==> src/hdl/slkrs_pkg.sv <==
package slkrs_pkg;

  // Bus addresses carried in the first byte after frame select rises.
  localparam logic [7:0] ADDR_WRITE   = 8'h42;
  localparam logic [7:0] ADDR_READ    = 8'h43;
  localparam logic [7:0] CMD_START    = 8'hA5;
  localparam logic [7:0] CMD_STOP     = 8'h5A;

  // Key scan times in oscillator periods.
  localparam int unsigned SCAN_AGREE_PERIODS    = 615;
  localparam int unsigned SCAN_DISAGREE_PERIODS = 1230;

  // Sizes of the key result, of a read word and of a write payload.
  localparam int unsigned KEY_BITS      = 30;
  localparam int unsigned READ_BITS     = 32;
  localparam int unsigned WRITE_BITS    = 64;

  typedef enum logic [2:0] {
    SLKRS_IDLE  = 3'b000,
    SLKRS_ADDR  = 3'b001,
    SLKRS_WRITE = 3'b010,
    SLKRS_READ  = 3'b011,
    SLKRS_SKIP  = 3'b100
  } slkrs_state_t;

endpackage : slkrs_pkg

==> src/hdl/slkrs_sequencer.sv <==
`timescale 1ns/1ps
module slkrs_sequencer #(
  parameter bit          SHARED_LINE = 1'b0,
  parameter int unsigned KEY_BITS    = slkrs_pkg::KEY_BITS
) (
  // Clock and reset.
  input  wire logic                    clk_sys,
  input  wire logic                    reset,
  // Serial link pins.
  input  wire logic                    frame_select,
  input  wire logic                    shift_strobe_in,
  input  wire logic                    host_serial_in,
  output logic                         host_serial_out,
  output logic                         host_serial_oe,
  // Oscillator and key matrix side.
  input  wire logic                    osc_clock,
  input  wire logic                    key_pressed,
  input  wire logic [KEY_BITS-1:0]     key_state_bits,
  input  wire logic                    sleep_ack_bit,
  // Received write payload.
  output logic [slkrs_pkg::WRITE_BITS-1:0] write_data,
  output logic                         write_valid
);

  // Elaboration check: keys plus the ack bit and the closing zero must fit the read word.
  if (KEY_BITS == 0 || KEY_BITS + 2 > slkrs_pkg::READ_BITS) begin : g_bad_key_bits
    $error("slkrs_sequencer: KEY_BITS out of range");
  end

  // Two-flop synchronisers for the pins and the oscillator.
  // Reset loads the idle levels (frame and strobe low, data pulled high) so no false edge follows reset.
  logic [3:0] sync_a;
  logic [3:0] sync_b;
  logic [2:0] prev;
  always_ff @(posedge clk_sys) begin
    if (reset) begin
      sync_a <= 4'h2;
      sync_b <= 4'h2;
      prev   <= 3'h0;
    end else begin
      sync_a <= {frame_select, shift_strobe_in, host_serial_in, osc_clock};
      sync_b <= sync_a;
      prev   <= {sync_b[3], sync_b[2], sync_b[0]};
    end
  end

  wire fs       = sync_b[3];
  wire strobe   = sync_b[2];
  wire din      = sync_b[1];
  wire osc      = sync_b[0];
  wire fs_rise  = fs && !prev[2];
  wire fs_fall  = !fs && prev[2];
  wire sck_rise = strobe && !prev[1];
  wire sck_fall = !strobe && prev[1];
  wire osc_tick = osc && !prev[0];

  slkrs_pkg::slkrs_state_t state;
  slkrs_pkg::slkrs_state_t next_state;
  logic [7:0]  addr_shift;
  logic [2:0]  addr_count;
  logic [slkrs_pkg::WRITE_BITS-1:0] wshift;
  logic [slkrs_pkg::READ_BITS-1:0] rshift;
  logic        session_open;
  logic        request;
  logic [KEY_BITS-1:0] last_keys;
  logic        scan_start;
  logic        scan_done;
  logic        scanning;
  logic        pressed_q;

  wire [7:0] addr_byte   = {din, addr_shift[7:1]};
  wire       addr_full   = sck_rise && (addr_count == 3'h7);
  wire       is_write    = addr_byte == slkrs_pkg::ADDR_WRITE;
  wire       is_read     = addr_byte == slkrs_pkg::ADDR_READ;
  wire       is_start    = SHARED_LINE && addr_byte == slkrs_pkg::CMD_START;
  wire       is_stop     = SHARED_LINE && addr_byte == slkrs_pkg::CMD_STOP;
  wire       may_transfer = !SHARED_LINE || session_open;
  wire       scans_agree  = key_state_bits == last_keys;
  wire       read_end     = state == slkrs_pkg::SLKRS_READ && fs_fall;

  // Frame sequencing: address byte selects direction.
  always_comb begin
    next_state = state;
    unique case (state)
      slkrs_pkg::SLKRS_IDLE: begin
        if (fs_rise) begin
          next_state = slkrs_pkg::SLKRS_ADDR;
        end
      end
      slkrs_pkg::SLKRS_ADDR: begin
        if (!fs) begin
          next_state = slkrs_pkg::SLKRS_IDLE;
        end else if (addr_full) begin
          if (is_write && may_transfer) begin
            next_state = slkrs_pkg::SLKRS_WRITE;
          end else if (is_read && may_transfer) begin
            next_state = slkrs_pkg::SLKRS_READ;
          end else begin
            next_state = slkrs_pkg::SLKRS_SKIP;
          end
        end
      end
      slkrs_pkg::SLKRS_WRITE,
      slkrs_pkg::SLKRS_READ,
      slkrs_pkg::SLKRS_SKIP: begin
        if (!fs) begin
          next_state = slkrs_pkg::SLKRS_IDLE;
        end
      end
      default: begin
        next_state = slkrs_pkg::SLKRS_IDLE;
      end
    endcase
  end

  // State register.
  always_ff @(posedge clk_sys) begin
    if (reset) begin
      state <= slkrs_pkg::SLKRS_IDLE;
    end else begin
      state <= next_state;
    end
  end

  // Address shifter, least significant bit first.
  always_ff @(posedge clk_sys) begin
    if (reset || fs_rise) begin
      addr_shift <= 8'h00;
      addr_count <= 3'h0;
    end else if (state == slkrs_pkg::SLKRS_ADDR && sck_rise) begin
      addr_shift <= addr_byte;
      addr_count <= addr_count + 3'h1;
    end
  end

  // Write payload shifter; delivered when frame select falls.
  always_ff @(posedge clk_sys) begin
    if (reset) begin
      wshift      <= '0;
      write_data  <= '0;
      write_valid <= 1'b0;
    end else begin
      write_valid <= 1'b0;
      if (state == slkrs_pkg::SLKRS_WRITE && sck_rise) begin
        wshift    <= {din, wshift[slkrs_pkg::WRITE_BITS-1:1]};
      end else if (state == slkrs_pkg::SLKRS_WRITE && fs_fall) begin
        write_data  <= wshift;
        write_valid <= 1'b1;
      end
    end
  end

  // Session flag: start opens, stop or a finished read closes.
  always_ff @(posedge clk_sys) begin
    if (reset) begin
      session_open <= 1'b0;
    end else if (state == slkrs_pkg::SLKRS_ADDR && addr_full && is_start) begin
      session_open <= 1'b1;
    end else if (read_end || (state == slkrs_pkg::SLKRS_ADDR && addr_full && is_stop)) begin
      session_open <= 1'b0;
    end
  end

  // Key scan launch and settle; request rises when the result is settled.
  assign scan_start = key_pressed && !pressed_q && !scanning;
  always_ff @(posedge clk_sys) begin
    if (reset) begin
      pressed_q <= 1'b0;
      scanning  <= 1'b0;
      last_keys <= '0;
      request   <= 1'b0;
    end else begin
      pressed_q <= key_pressed;
      if (scan_start) begin
        scanning <= 1'b1;
      end else if (scan_done) begin
        scanning  <= 1'b0;
        last_keys <= key_state_bits;
      end
      if (scan_done) begin
        request <= 1'b1;
      end else if (read_end) begin
        request <= 1'b0;
      end
    end
  end

  slkrs_scan_timer u_timer (
    .clk_sys     (clk_sys),
    .reset       (reset),
    .osc_tick    (osc_tick),
    .scan_start  (scan_start),
    .scans_agree (scans_agree),
    .scan_done   (scan_done)
  );

  // Read shifter: keys then sleep ack, shifted out on falling strobe; zero-filled above.
  localparam int unsigned READ_W = slkrs_pkg::READ_BITS;
  always_ff @(posedge clk_sys) begin
    if (reset) begin
      rshift <= '0;
    end else if (state == slkrs_pkg::SLKRS_ADDR && addr_full && is_read) begin
      rshift <= READ_W'({sleep_ack_bit, last_keys});
    end else if (state == slkrs_pkg::SLKRS_READ && sck_fall) begin
      rshift <= {1'b0, rshift[slkrs_pkg::READ_BITS-1:1]};
    end
  end

  // Open-drain output: drive low for request or a zero data bit.
  wire watch_ok  = !SHARED_LINE || !session_open;
  // A finishing read must not leave a one-cycle false request on the line.
  wire drive_req = !fs && request && !read_end && watch_ok;
  wire drive_dat = state == slkrs_pkg::SLKRS_READ && !rshift[0];
  always_ff @(posedge clk_sys) begin
    if (reset) begin
      host_serial_out <= 1'b0;
      host_serial_oe  <= 1'b0;
    end else begin
      host_serial_out <= 1'b0;
      host_serial_oe  <= drive_req || drive_dat;
    end
  end

endmodule : slkrs_sequencer

==> src/hdl/slkrs_scan_timer.sv <==
`timescale 1ns/1ps
// Counts oscillator edges for one key scan; a disagreeing pair doubles the time.
module slkrs_scan_timer #(
  parameter int unsigned AGREE_PERIODS    = slkrs_pkg::SCAN_AGREE_PERIODS,
  parameter int unsigned DISAGREE_PERIODS = slkrs_pkg::SCAN_DISAGREE_PERIODS
) (
  // Clock and reset.
  input  wire logic        clk_sys,
  input  wire logic        reset,
  // Oscillator tick and scan control.
  input  wire logic        osc_tick,
  input  wire logic        scan_start,
  input  wire logic        scans_agree,
  output logic             scan_done
);

  localparam int unsigned CW = $clog2(DISAGREE_PERIODS + 1);

  logic [CW-1:0] count;
  logic          busy;
  wire  [CW-1:0] limit = scans_agree ? CW'(AGREE_PERIODS) : CW'(DISAGREE_PERIODS);
  wire           at_end = busy && osc_tick && (count == limit - CW'(1));

  // Elaboration check: the longer scan must not be shorter than the agreeing one.
  if (AGREE_PERIODS == 0 || DISAGREE_PERIODS < AGREE_PERIODS) begin : g_bad_periods
    $error("slkrs_scan_timer: bad scan period parameters");
  end

  // Restart on a new scan; agreement is looked at only when the count ends.
  always_ff @(posedge clk_sys) begin
    if (reset || scan_start) begin
      count <= '0;
      busy  <= scan_start && !reset;
    end else if (at_end) begin
      busy  <= 1'b0;
    end else if (busy && osc_tick) begin
      count <= count + CW'(1);
    end
  end

  // Registered end pulse, one cycle after the last counted tick.
  always_ff @(posedge clk_sys) begin
    if (reset) begin
      scan_done <= 1'b0;
    end else begin
      scan_done <= at_end;
    end
  end

endmodule : slkrs_scan_timer

==> config.mk <==
export PLATFORM = sky130hd
export DESIGN_NAME = slkrs_sequencer
export DESIGN_NICKNAME = d
export VERILOG_FILES = /design/src/hdl/slkrs_pkg.sv /design/src/hdl/slkrs_sequencer.sv /design/src/hdl/slkrs_scan_timer.sv
export SDC_FILE = /design/constraint.sdc
export NUM_CORES = 1
export LEC_CHECK = 0
export BUFFER_PORTS_ARGS = -buffer_cell sky130_fd_sc_hd__buf_4
export CORE_MARGIN = 2
export CORE_UTILIZATION = 60
export DETAILED_ROUTE_END_ITERATION = 6
export PLACE_DENSITY = 0.82
export SLEW_MARGIN = 30
export SYNTH_ARGS = -nofsm -noshare
export SYNTH_HDL_FRONTEND = slang
export SYNTH_HIERARCHICAL = 1
export SYNTH_SLANG_ARGS = --single-unit
==> constraint.sdc <==
create_clock -name clk_sys -period 5.6 [get_ports clk_sys]
set_clock_uncertainty 0.1 [all_clocks]
set_input_delay 1.12 -clock clk_sys [delete_from_list [all_inputs] [get_ports clk_sys]]
set_output_delay 1.12 -clock clk_sys [all_outputs]
set_load 0.01 [all_outputs]
==> metrics.md, run 1 <==
| Metric | Value |
|---|---|
| Outcome | finished clean |
| Buffers & Inverters on Critical Path | 1 |
| GRT overflow | 0 |
| Post-synthesis sequential area ratio | 51.9% |
| Period utilization | roughly 56% |
| CTS Root Buffer Type | clkbuf_16 |
| Final Slew Violations | 0 |
| RSZ-0062 raised after global routing | no |
| WP data arrival | 3.24 ns |
| Largest net degree at the start of global routing | 86 |
| CP endpoint kind | register |
| Sequential share of power | about half |
| Crit Path Category | in -> reg |
| Number of CTS-inserted buffers | 23 |
| Post-synth EDFFs | 1 |
| Max FO, Critical Path | 5 |
| CTS clk-pin slew, worst paths | 0.06 ns |
| CP max stage delay | 0.59 ns |
| Worst R2R End | u_timer/busy$_SDFFCE_PN0P_ |
| Hold Path Class | reg -> reg |
| Clock power frac | 45.6% |
| Cell row count | 44 |
| Min Tclk post-route | 3.13 ns |
| Crit path launch type | input pin |
| Hold Buf Count CTS | 0 |
| CTS tree | built |
| Yosys reg bits | 231 |
| Post-layout nets | ~1200 |
| Largest delay share family, worst path | simple AND/OR/NAND/NOR gates |
| Psw | 656 µW |
| Fillers | 1196 |
| Worst Hold Depth | 1 |
| Antenna diodes | 0 |
| Vias per cell | 5.54 |
| Area grow syn2layout | 16.0% |
| Synth Area per Inst | 8.13 µm² |
| Least-Margin Pin Slew | 0.870 ns |
| Commonest non-fill, non-tap cell in the layout | nand2_1 |
| Gate Count Post-Synth | 1099 |
| Post-DP HPWL | 11.4 mm |
| Crit path required time | 5.71 ns |
| Cts repair resizes | 0 |
| IO Count | 105 |
| Hold path start | sync_a[1]$_SDFF_PP1_ |
| First-pass GRT wire length | 32.3 mm |
| Residual DRC count | 0 |
| Worst VDD drop | 0.193 mV |
| Comb pwr share | 2.6% |
| Critical path cell sequence | buf_4 -> xor2_1 -> nor4_1 -> nand3_1 -> nor4_1 -> and4bb_1 -> nand3_1 -> a21o_1 -> o21ai_1 |
| Slew HR | 42.0% |
| Setup TNS | 0 ns |
| Static leakage | 0.00386 µW |
| Number of routed nets with antenna violations | 0 |
| Initial Util | 61.5% |
| Switching Share | 20.5% |
| Setup repair bufs after CTS | 0 |
| Worst-case clock buffer depth | 3 |
| Share of layout cells above drive strength 1 | 13.5% |
| Total Wirelength | 19.0 mm |
| Fin. Hold Viols | 0 |
| PwrDens | 308 mW/mm² |
| Die Area | 0.0159 mm² |
| Distinct cell type count after synthesis | 55 |
| Gr usage total | 23.3% |
| Reg-to-reg startpoint | last_keys[11]$_SDFFE_PP0P_ |
| Max Cap Viol | 0 |
| Skew-Pair Late Insertion Delay | 0.50 ns |
| Netlist Area Pre-Place | 0.00894 mm² |
| H-tree levels | 1 |
| Core Footprint | 0.0145 mm² |
| Final Non-Filler Cells | 1356 |
| Sink Count | ~230 |
| R2R setup slack | around 2.8 ns |
| Drt wl/cell | 14.0 µm |
| Most frequent cells in the layout | nand2_1 (385), dfxtp_1 (230), a21oi_1 (164), buf_4 (110), nor2_1 (56) |
| WHS Endpoint | sync_b[1]$_SDFF_PP1_ |
| Initial DRC Count | 647 |
| Die Ht | about 130 µm |
| Final core area utilization | about 71% |
| Placed Cells | 1316 |
| Int Power | 2540 µW |
| DIE WIDTH | 126 µm |
| DRT Pass-1 Iters | 5 |
| Most used flip-flop cell after synthesis | dfxtp_1 |
| Initial antenna violation count | 0 |
| Fmax | 319 MHz |
| Worst Reg2Reg Path Length in Cells | 8 |
| Slowest stage cell on the critical path | nor4_1 |
| Final setup fails | 0 |
| Vias in the first global route | 6942 |
| Async S/R FF share, synth | 0% |
| Vias | 7511 |
| Port Buf Inserts | 103 |
| Yosys warns | 6 |
| Final Wtd Congestion | 0.839 |
| Synth Net Count | 1140 |
==> state kept, by name (all words and copies together), names as in the netlist, 4 cells and up <==
signal / cells
write_data: 64
rshift: 31
wshift: 64
sync_b: 4
addr_shift: 7
sync_a: 4
u_timer/count: 11
last_keys: 30
==> cell usage after synthesis, types with 5 or more instances <==
| master | number | share of area (%) |
|---|---|---|
| nor2b_1 | 12 | 0.84 |
| mux2i_1 | 12 | 1.3 |
| and3b_1 | 5 | 0.49 |
| xor2_1 | 25 | 2.5 |
| nand4_1 | 8 | 0.56 |
| buf_4 | 8 | 0.67 |
| nor2_1 | 56 | 2.4 |
| xnor2_1 | 11 | 1.1 |
| nand3_1 | 8 | 0.45 |
| nand2b_1 | 5 | 0.35 |
| a21oi_1 | 164 | 9.2 |
| buf_2 | 17 | 0.95 |
| dfxtp_1 | 230 | 52 |
| nor4_1 | 8 | 0.56 |
| nand2_1 | 386 | 16 |
| clkbuf_1 | 51 | 2.1 |
| a311oi_1 | 30 | 2.9 |
==> how the worst max path moves through the flow <==
| stage | start | to | slack (ns) | depth (start not counted) |
|---|---|---|---|---|
| after detailed placement | key_state_bits[11] | u_timer/busy$_SDFFCE_PN0P_ | 1.96 | 9 |
| after floorplan | key_state_bits[11] | u_timer/count[0]$_SDFFE_PP0P_ | 2.59 | 8 |
| final | key_state_bits[11] | u_timer/busy$_SDFFCE_PN0P_ | 2.47 | 9 |
| after CTS | key_state_bits[11] | u_timer/busy$_SDFFCE_PN0P_ | 2.47 | 9 |
| after global routing | key_state_bits[11] | u_timer/busy$_SDFFCE_PN0P_ | 2.27 | 9 |
| after global placement | key_state_bits[11] | u_timer/busy$_SDFFCE_PN0P_ | 2.05 | 9 |
==> logic make-up after synthesis <==
kind of cell    synth area share [%]
compound gates                  13.7
simple gates                    25.0
fa+ha+maj                      0.420
mux                             1.34
buf+inv                         4.14
other cells                   0.0420
flops                           51.9
xor+xnor                        3.53
==> final cells by class <==
cell class,count,area (µm²),area share (%)
Inverter,3,11.3,0.109
Multi-Input combinational cell,787,3940,38.0
Timing Repair Buffer,111,837,8.07
Sequential cell,231,4630,44.7
Clock buffer,34,657,6.34
Tap cell,184,230,2.22
Clock inverter,6,58.8,0.567
==> power by group through the flow <==
stage	sequential (µW)	combinational (µW)	clock, µW
finish	1660	83.3	1460
global route	1660	90.6	1540
CTS	1660	83.0	1480
detailed placement	1690	82.4	0
global placement	1690	81.6	0
floorplan	1690	49.8	0
==> stage by stage <==
| step | total power, µW | hold slack, ns | instance area (µm²) | setup slack (ns) |
|---|---|---|---|---|
| 2_1_floorplan | 1740 | 0.289 | 8940 | 2.59 |
| 3_3_place_gp | 1770 | 0.301 | 9650 | 2.05 |
| 3_5_place_dp | 1770 | 0.297 | 9650 | 1.96 |
| 4_1_cts | 3220 | 0.311 | 10400 | 2.47 |
| 5_1_grt | 3280 | 0.319 | 10400 | 2.27 |
| 6_report | 3200 | 0.311 | 10400 | 2.47 |
==> routing by layer <==
layer	part of all wire (%)	up-vias	GRT usage, %
li1	-	3759	-
met1	45	3558	32.1
met3	4.2	30	2.85
met2	49	164	39.2
met5	0	-	0
met4	1.7	0	6.01
Note: power is estimated with default switching activity, not from simulation.
==> run 2, diff against run 1 <==
Settings changed: CORE_UTILIZATION 60 to 58, PLACE_DENSITY 0.82 to 0.79.
Clock period 5.6 ns to 3 ns, I/O delays scaled along.
==> metrics.md, run 2 (same netlist as run 1, synthesis figures left out) <==
| Metric | Value |
|---|---|
| Post-route cell area | 0.0105 mm² (+1.7%) |
| R2R setup slack | 0.51 ns (-2.33 ns) |
| Hold WS | 0.185 ns (-0.126 ns) |
| Max Cap Viol | 0 (unchanged) |
| Final Non-Filler Cells | 1369 (+0.96%) |
| Static leakage | 0.00395 µW (+2.2%) |
| IO Count | 105 (unchanged) |
| H-tree levels | 1 (unchanged) |
| Fmax | ~400 MHz |
| Worst Hold Depth | 2 (+1) |
| Period utilization | 83.0% |
| Least-Margin Pin Slew | 0.703 ns (-0.167 ns) |
| Fin. Hold Viols | 0 (unchanged) |
| Die Area | 0.0164 mm² (+3.3%) |
| Residual DRC count | 0 (unchanged) |
| Biggest regs | write_data: 64 flops, wshift: 64 flops, rshift: 31 flops |
| Fillers | 1209 (+1.1%) |
| PwrDens | 596 mW/mm² (+93%) |
| CTS Root Buffer Type | clkbuf_16 |
| Share of layout cells above drive strength 1 | 14.2% (+0.74 points) |
| Hold Path Class | in -> reg |
| Vias in the first global route | 6709 (-3.4%) |
| CP endpoint kind | register |
| Vias per cell | 5.44 (-1.9%) |
| Port Buf Inserts | 103 (unchanged) |
| Gr usage total | 22.7% (-0.59 points) |
| Min Tclk post-route | 2.49 ns |
| Die Ht | 128 µm (+1.7%) |
| Placed inst area | 0.00972 mm² (+0.67%) |
| Initial Util | 59.0% (-2.5 points) |
| CTS clk-pin slew, worst paths | 0.06 ns (about the same) |
| Most frequent cells in the layout | nand2_1 (386), dfxtp_1 (230), a21oi_1 (164), buf_4 (113), nor2_1 (56) |
| Sink Count | 231 (unchanged) |
| Antenna diodes | 0 (unchanged) |
| Cell row count | 45 (+2.3%) |
| Setup repair bufs after CTS | 0 (unchanged) |
| Worst Reg2Reg Path Length in Cells | 9 (+1) |
| Initial DRC Count | 595 (-8.0%) |
| Worst-case clock buffer depth | 3 (unchanged) |
| Reg-to-reg startpoint | last_keys[10]$_SDFFE_PP0P_ |
| Post-layout nets | 1204 (+0.50%) |
| Post-DP HPWL | 11.6 mm (+2.0%) |
| Crit path launch type | register |
| Final Wtd Congestion | 0.830 (-1.1%) |
| Placed Cells | 1325 (+0.68%) |
| Final setup fails | 0 (unchanged) |
| Outcome | finished clean |
| Hold path start | host_serial_in |
| Worst Setup Slack, final | 0.511 ns (-1.96 ns) |
| Final Slew Violations | 0 (unchanged) |
| Area grow syn2layout | 18.0% |
| Initial antenna violation count | 0 (unchanged) |
| Largest net degree at the start of global routing | 91 (+5.8%) |
| Crit path required time | 3.29 ns (-2.42 ns) |
| Hold Buf Count CTS | 0 (unchanged) |
| DIE WIDTH | 128 µm (+1.7%) |
| Total Wirelength | 19.0 mm (about the same) |
| Drt wl/cell | 13.9 µm (-0.98%) |
| Worst VDD drop | 0.501 mV (+160%) |
| WP data arrival | 2.78 ns (-0.46 ns) |
| Number of CTS-inserted buffers | 24 (+4.3%) |
| Cts repair resizes | 0 (unchanged) |
| Setup TNS | 0 ns (unchanged) |
| Setup slack at placement | 0.175 ns (-1.78 ns) |
| Slew HR | 53.0% (+11 points) |
| Worst R2R End | u_timer/count[1]$_SDFFE_PP0P_ |
| First-pass GRT wire length | 31.4 mm (-2.7%) |
| CTS tree | built |
| Core Footprint | 0.0151 mm² (+4.2%) |
| Max FO, Critical Path | 4 (-1) |
| RSZ-0062 raised after global routing | no |
| Commonest non-fill, non-tap cell in the layout | nand2_1 |
| GRT overflow | 0 (unchanged) |
| DRT Pass-1 Iters | 6 (+1) |
| Crit Path Category | reg -> reg |
| Number of routed nets with antenna violations | 0 (unchanged) |
| WHS Endpoint | sync_a[1]$_SDFF_PP1_ |
| Vias | 7441 (-0.93%) |
| Skew-Pair Late Insertion Delay | 0.51 ns (about the same) |
[run 2: changes by cell type in the layout (fill, tap and decap cells not counted)]
cell,before,now
clkinv_8,0,1
clkinv_2,4,6
nand2_1,385,386
clkbuf_1,7,5
clkbuf_8,4,5
nand2_2,1,0
inv_6,1,0
clkbuf_16,23,24
buf_12,0,2
bufinv_16,1,3
buf_4,110,113
[run 2: through the flow]
step	util [%]	power, µW
6_report	69.6	6280
5_1_grt	69.6	6470
4_1_cts	69.6	6330
3_5_place_dp	64.1	3320
3_3_place_gp	64.1	3320
2_1_floorplan	-	3250
[run 2: layer usage]
layer	global-route usage, %	vias up	share of wire, %
met5	0	-	0
met4	7.05	0	2.2
met3	3.21	36	4.0
met2	38.8	158	49
met1	30.0	3465	45
li1	-	3782	-
[run 2: cell type report]
| type | count | area (µm²) | share of cell area [%] |
|---|---|---|---|
| inverter | 3 | 11.3 | 0.107 |
| multi-input combinational | 787 | 3940 | 37.3 |
| timing repair buffer | 116 | 900 | 8.54 |
| sequential | 231 | 4630 | 44.0 |
| tap | 188 | 235 | 2.23 |
| clock inverter | 10 | 136 | 1.29 |
| clock buffer | 34 | 688 | 6.53 |
[run 2: where the power goes]
part	internal, µW	switching (µW)
Clock	1860	1180
Sequential	3080	11.2
Combinational	64.8	92.9
[run 2: how the worst max path moves through the flow]
stage	startpoint	end	slack, ns	cells after the start
finish	last_keys[10]$_SDFFE_PP0P_	u_timer/count[1]$_SDFFE_PP0P_	0.51	9
global route	last_keys[11]$_SDFFE_PP0P_	u_timer/busy$_SDFFCE_PN0P_	0.28	9
detailed placement	key_state_bits[11]	u_timer/count[1]$_SDFFE_PP0P_	0.17	10
floorplan	key_state_bits[11]	u_timer/count[0]$_SDFFE_PP0P_	0.51	8
global placement	key_state_bits[11]	u_timer/count[1]$_SDFFE_PP0P_	0.18	10
CTS	last_keys[11]$_SDFFE_PP0P_	u_timer/count[1]$_SDFFE_PP0P_	0.54	9
[run 2: worst max-delay path: stages (launching register included)]
cell	delay (ns)
dfxtp_1	0.33
xor2_1	0.17
nor4_1	0.38
nand3_1	0.11
nor4_1	0.24
buf_4	0.17
and4bb_1	0.22
a22oi_1	0.09
o311a_2	0.42
mux2i_1	0.13
==> run 3, diff against run 2 <==
Settings changed: ABC_AREA set to 1.
Clock period 3 ns to 2.55 ns, I/O delays scaled along.
==> metrics.md, run 3 <==
| Metric | Value |
|---|---|
| Residual DRC count | 0 (unchanged) |
| CTS clk-pin slew, worst paths | 0.06 ns (about the same) |
| Initial antenna violation count | 0 (unchanged) |
| Initial Util | 58.8% (-0.25 points) |
| Most used cell along the critical path | nand2_1 |
| Crit Path Category | reg -> reg |
| Biggest regs | write_data: 64 flops, wshift: 64 flops, rshift: 31 flops |
| Hold path start | host_serial_in |
| Drt wl/cell | 12.6 µm (-9.3%) |
| IO Count | 105 (unchanged) |
| PwrDens | 738 mW/mm² (+24%) |
| Final setup fails | 0 (unchanged) |
| Sink Count | 231 (unchanged) |
| Least-Margin Pin Slew | 0.565 ns (-0.138 ns) |
| Share of layout cells above drive strength 1 | 13.5% (-0.69 points) |
| Slew HR | 62.4% (+9.3 points) |
| Post-synthesis sequential area ratio | 50.0% (-1.8 points) |
| Number of CTS-inserted buffers | 24 (unchanged) |
| Vias in the first global route | 7584 (+13%) |
| Vias | 8025 (+7.8%) |
| WHS Endpoint | sync_a[1]$_SDFF_PP1_ |
| Final Wtd Congestion | 0.828 (-0.29%) |
| Slowest stage cell on the critical path | dfxtp_1 |
| RSZ-0062 raised after global routing | no |
| Number of routed nets with antenna violations | 0 (unchanged) |
| CTS tree | built |
| Worst Hold Depth | 2 (unchanged) |
| CP max stage delay | 0.35 ns (-0.07 ns) |
| Buffers & Inverters on Critical Path | 1 (unchanged) |
| Static leakage | 0.00520 µW (+32%) |
| Setup TNS | 0 ns (unchanged) |
| Max Cap Viol | 0 (unchanged) |
| Cts repair resizes | 0 (unchanged) |
| Port Buf Inserts | 103 (unchanged) |
| Die Ht | 130 µm (+1.8%) |
| Hold Buf Count CTS | 0 (unchanged) |
| Fin. Hold Viols | 0 (unchanged) |
| WP data arrival | 2.19 ns (-0.59 ns) |
| Yosys warns | 6 (unchanged) |
| Max FO, Critical Path | 8 (+4) |
| Distinct cell type count after synthesis | 34 (-38%) |
| Ranking of synthesized cells by area | dfxtp_1 (50%), nor2_1 (16%), o21ai_0 (11%), nand3_1 (4.0%), nand2_1 (3.8%) |
| Initial DRC Count | 512 (-14%) |
| Largest delay share family, worst path | simple AND/OR/NAND/NOR gates |
| Synth top cells by count | nor2_1 (391), dfxtp_1 (230), o21ai_0 (199), nand2_1 (95), nand3_1 (74) |
| Vias per cell | 5.17 (-4.9%) |
| Worst Reg2Reg Path Length in Cells | 14 (+5) |
| Critical path cell sequence | inv_1 -> nand2_1 -> nand2_1 -> a21oi_1 -> nand2_1 -> nor2_1 -> nand2_1 -> nor2_1 -> nand2_1 -> nor2_1 -> nand2_1 -> nand2_2 -> nand3_4 -> o21ai_2 |
| Worst VDD drop | 0.582 mV (+16%) |
| Most used flip-flop cell after synthesis | dfxtp_1 |
| GRT overflow | 0 (unchanged) |
| Netlist Area Pre-Place | 0.00927 mm² (+3.7%) |
| Outcome | finished clean |
| Area grow syn2layout | 17.9% (about the same) |
| Post-synth top area share | 49.7% (-1.8 points) |
| Period utilization | 81.5% (-1.5 points) |
| CP endpoint kind | register |
| DRT Pass-1 Iters | 4 (-2) |
| Most frequent cells in the layout | nor2_1 (391), dfxtp_1 (230), o21ai_0 (199), buf_4 (114), nand2_1 (95) |
| Core Footprint | 0.0158 mm² (+4.1%) |
| Crit path required time | 2.66 ns (-0.63 ns) |
| Largest net degree at the start of global routing | 67 (-26%) |
| Total Wirelength | 19.5 mm (+2.9%) |
| Final Slew Violations | 0 (unchanged) |
| Post-layout nets | 1360 (+13%) |
| Gr usage total | 23.0% (+0.22 points) |
| Most numerous cell in the Yosys netlist | nor2_1 |
| Min Tclk post-route | 2.08 ns (-0.411 ns) |
| Worst R2R End | u_timer/busy$_SDFFCE_PN0P_ |
| Antenna diodes | 0 (unchanged) |
| Hold Path Class | in -> reg |
| Gate Count Post-Synth | 1251 (+14%) |
| Setup repair bufs after CTS | 0 (unchanged) |
| Async S/R FF share, synth | 0% (unchanged) |
| Worst Setup Slack, final | 0.471 ns (-0.0394 ns) |
| Worst-case clock buffer depth | 3 (unchanged) |
| Reg-to-reg startpoint | last_keys[0]$_SDFFE_PP0P_ |
| DIE WIDTH | 130 µm (+1.8%) |
| Fmax | 481 MHz (+20%) |
| H-tree levels | 1 (unchanged) |
| CTS Root Buffer Type | clkbuf_16 |
| Setup slack at placement | 0.210 ns (+0.0359 ns) |
| R2R setup slack | 0.47 ns (-0.04 ns) |
| Crit path launch type | register |
| Yosys reg bits | 231 (unchanged) |
| Post-synth top area cell | dfxtp_1 |
| Die Area | 0.0170 mm² (+3.6%) |
| Synth Area per Inst | 7.41 µm² (-8.9%) |
| Post-DP HPWL | 11.9 mm (+2.4%) |
| Skew-Pair Late Insertion Delay | 0.50 ns (about the same) |
| Post-synth EDFFs | 1 (unchanged) |
| First-pass GRT wire length | 32.9 mm (+4.9%) |
| Cell row count | 46 (+2.2%) |
| Synth Net Count | 1292 (+13%) |
| Commonest non-fill, non-tap cell in the layout | nor2_1 |
==> run 3: cell types whose count changed in the layout (fill, tap and decap cells not counted), sizes merged, moves of 30 or more <==
| cell | delta |
|---|---|
| a21oi | -114 |
| nand2 | -287 |
| inv | +68 |
| o21ai | +200 |
| nand3 | +66 |
| nor2 | +340 |
| a311oi | -30 |
==> run 3: worst max-delay path by stage <==
stage / slack (ns) / cells past startpoint / end / startpoint
floorplan: 0.59 / 12 / u_timer/busy$_SDFFCE_PN0P_ / key_state_bits[16]
global placement: 0.24 / 13 / u_timer/busy$_SDFFCE_PN0P_ / key_state_bits[27]
detailed placement: 0.21 / 14 / u_timer/busy$_SDFFCE_PN0P_ / key_state_bits[1]
CTS: 0.46 / 14 / u_timer/busy$_SDFFCE_PN0P_ / last_keys[0]$_SDFFE_PP0P_
global route: 0.19 / 14 / u_timer/busy$_SDFFCE_PN0P_ / last_keys[0]$_SDFFE_PP0P_
finish: 0.47 / 14 / u_timer/busy$_SDFFCE_PN0P_ / last_keys[0]$_SDFFE_PP0P_
==> run 3: per-layer routing <==
layer | part of all wire, % | wire length (µm) | global-route usage (%) | vias up
li1 | - | - | - | 4121
met1 | 45 | 8740 | 27.6 | 3706
met2 | 48 | 9300 | 41.6 | 167
met3 | 6.0 | 1170 | 5.09 | 31
met4 | 1.5 | 291 | 6.38 | 0
met5 | 0 | 0 | 0 | -
==> run 3: metrics by stage <==
| stage | utilization (%) | cell area (µm²) | cells | hold slack (ns) | total power (µW) |
|---|---|---|---|---|---|
| after CTS | 69.3 | 10900 | 1553 | 0.0886 | 8130 |
| after floorplan | - | 9270 | 1251 | 0.288 | 4310 |
| after global routing | 69.3 | 10900 | 1553 | 0.0909 | 8380 |
| after global placement | 63.9 | 10100 | 1509 | 0.296 | 4500 |
| final | 69.3 | 10900 | 1553 | 0.0983 | 8070 |
| after detailed placement | 63.9 | 10100 | 1509 | 0.297 | 4510 |
==> run 3: cells by family after synthesis <==
family / Yosys count / synth area share (%)
fa+ha+maj: 3 / 0.405
flops: 231 / 50.0
simple gates: 584 / 25.7
other cells: 1 / 0.0405
xor+xnor: 28 / 2.65
buf+inv: 149 / 7.28
compound gates: 255 / 13.9
==> run 3: cell type report <==
cell class,count,area [µm²]
inverters,73,277
clock inverters,7,110
repair buffers,118,936
multi-input cells,871,3970
fillers,1321,4840
clock buffers,37,731
flip-flops and latches,231,4630
well taps,216,270
==> run 3: worst register-to-register path, cell delays in order (launching register included) <==
cell     delay, ns
dfxtp_1       0.35
inv_1         0.06
nand2_1       0.06
nand2_1       0.05
a21oi_1       0.19
nand2_1       0.08
nor2_1        0.10
nand2_1       0.07
nor2_1        0.14
nand2_1       0.07
nor2_1        0.10
nand2_1       0.07
nand2_2       0.09
nand3_4       0.11
o21ai_2       0.16
==> run 3: power breakdown <==
part / total (µW) / switching [µW] / internal, µW
clock network: 3630 / 1360 / 2270
logic: 601 / 366 / 234
registers: 3840 / 95.8 / 3740
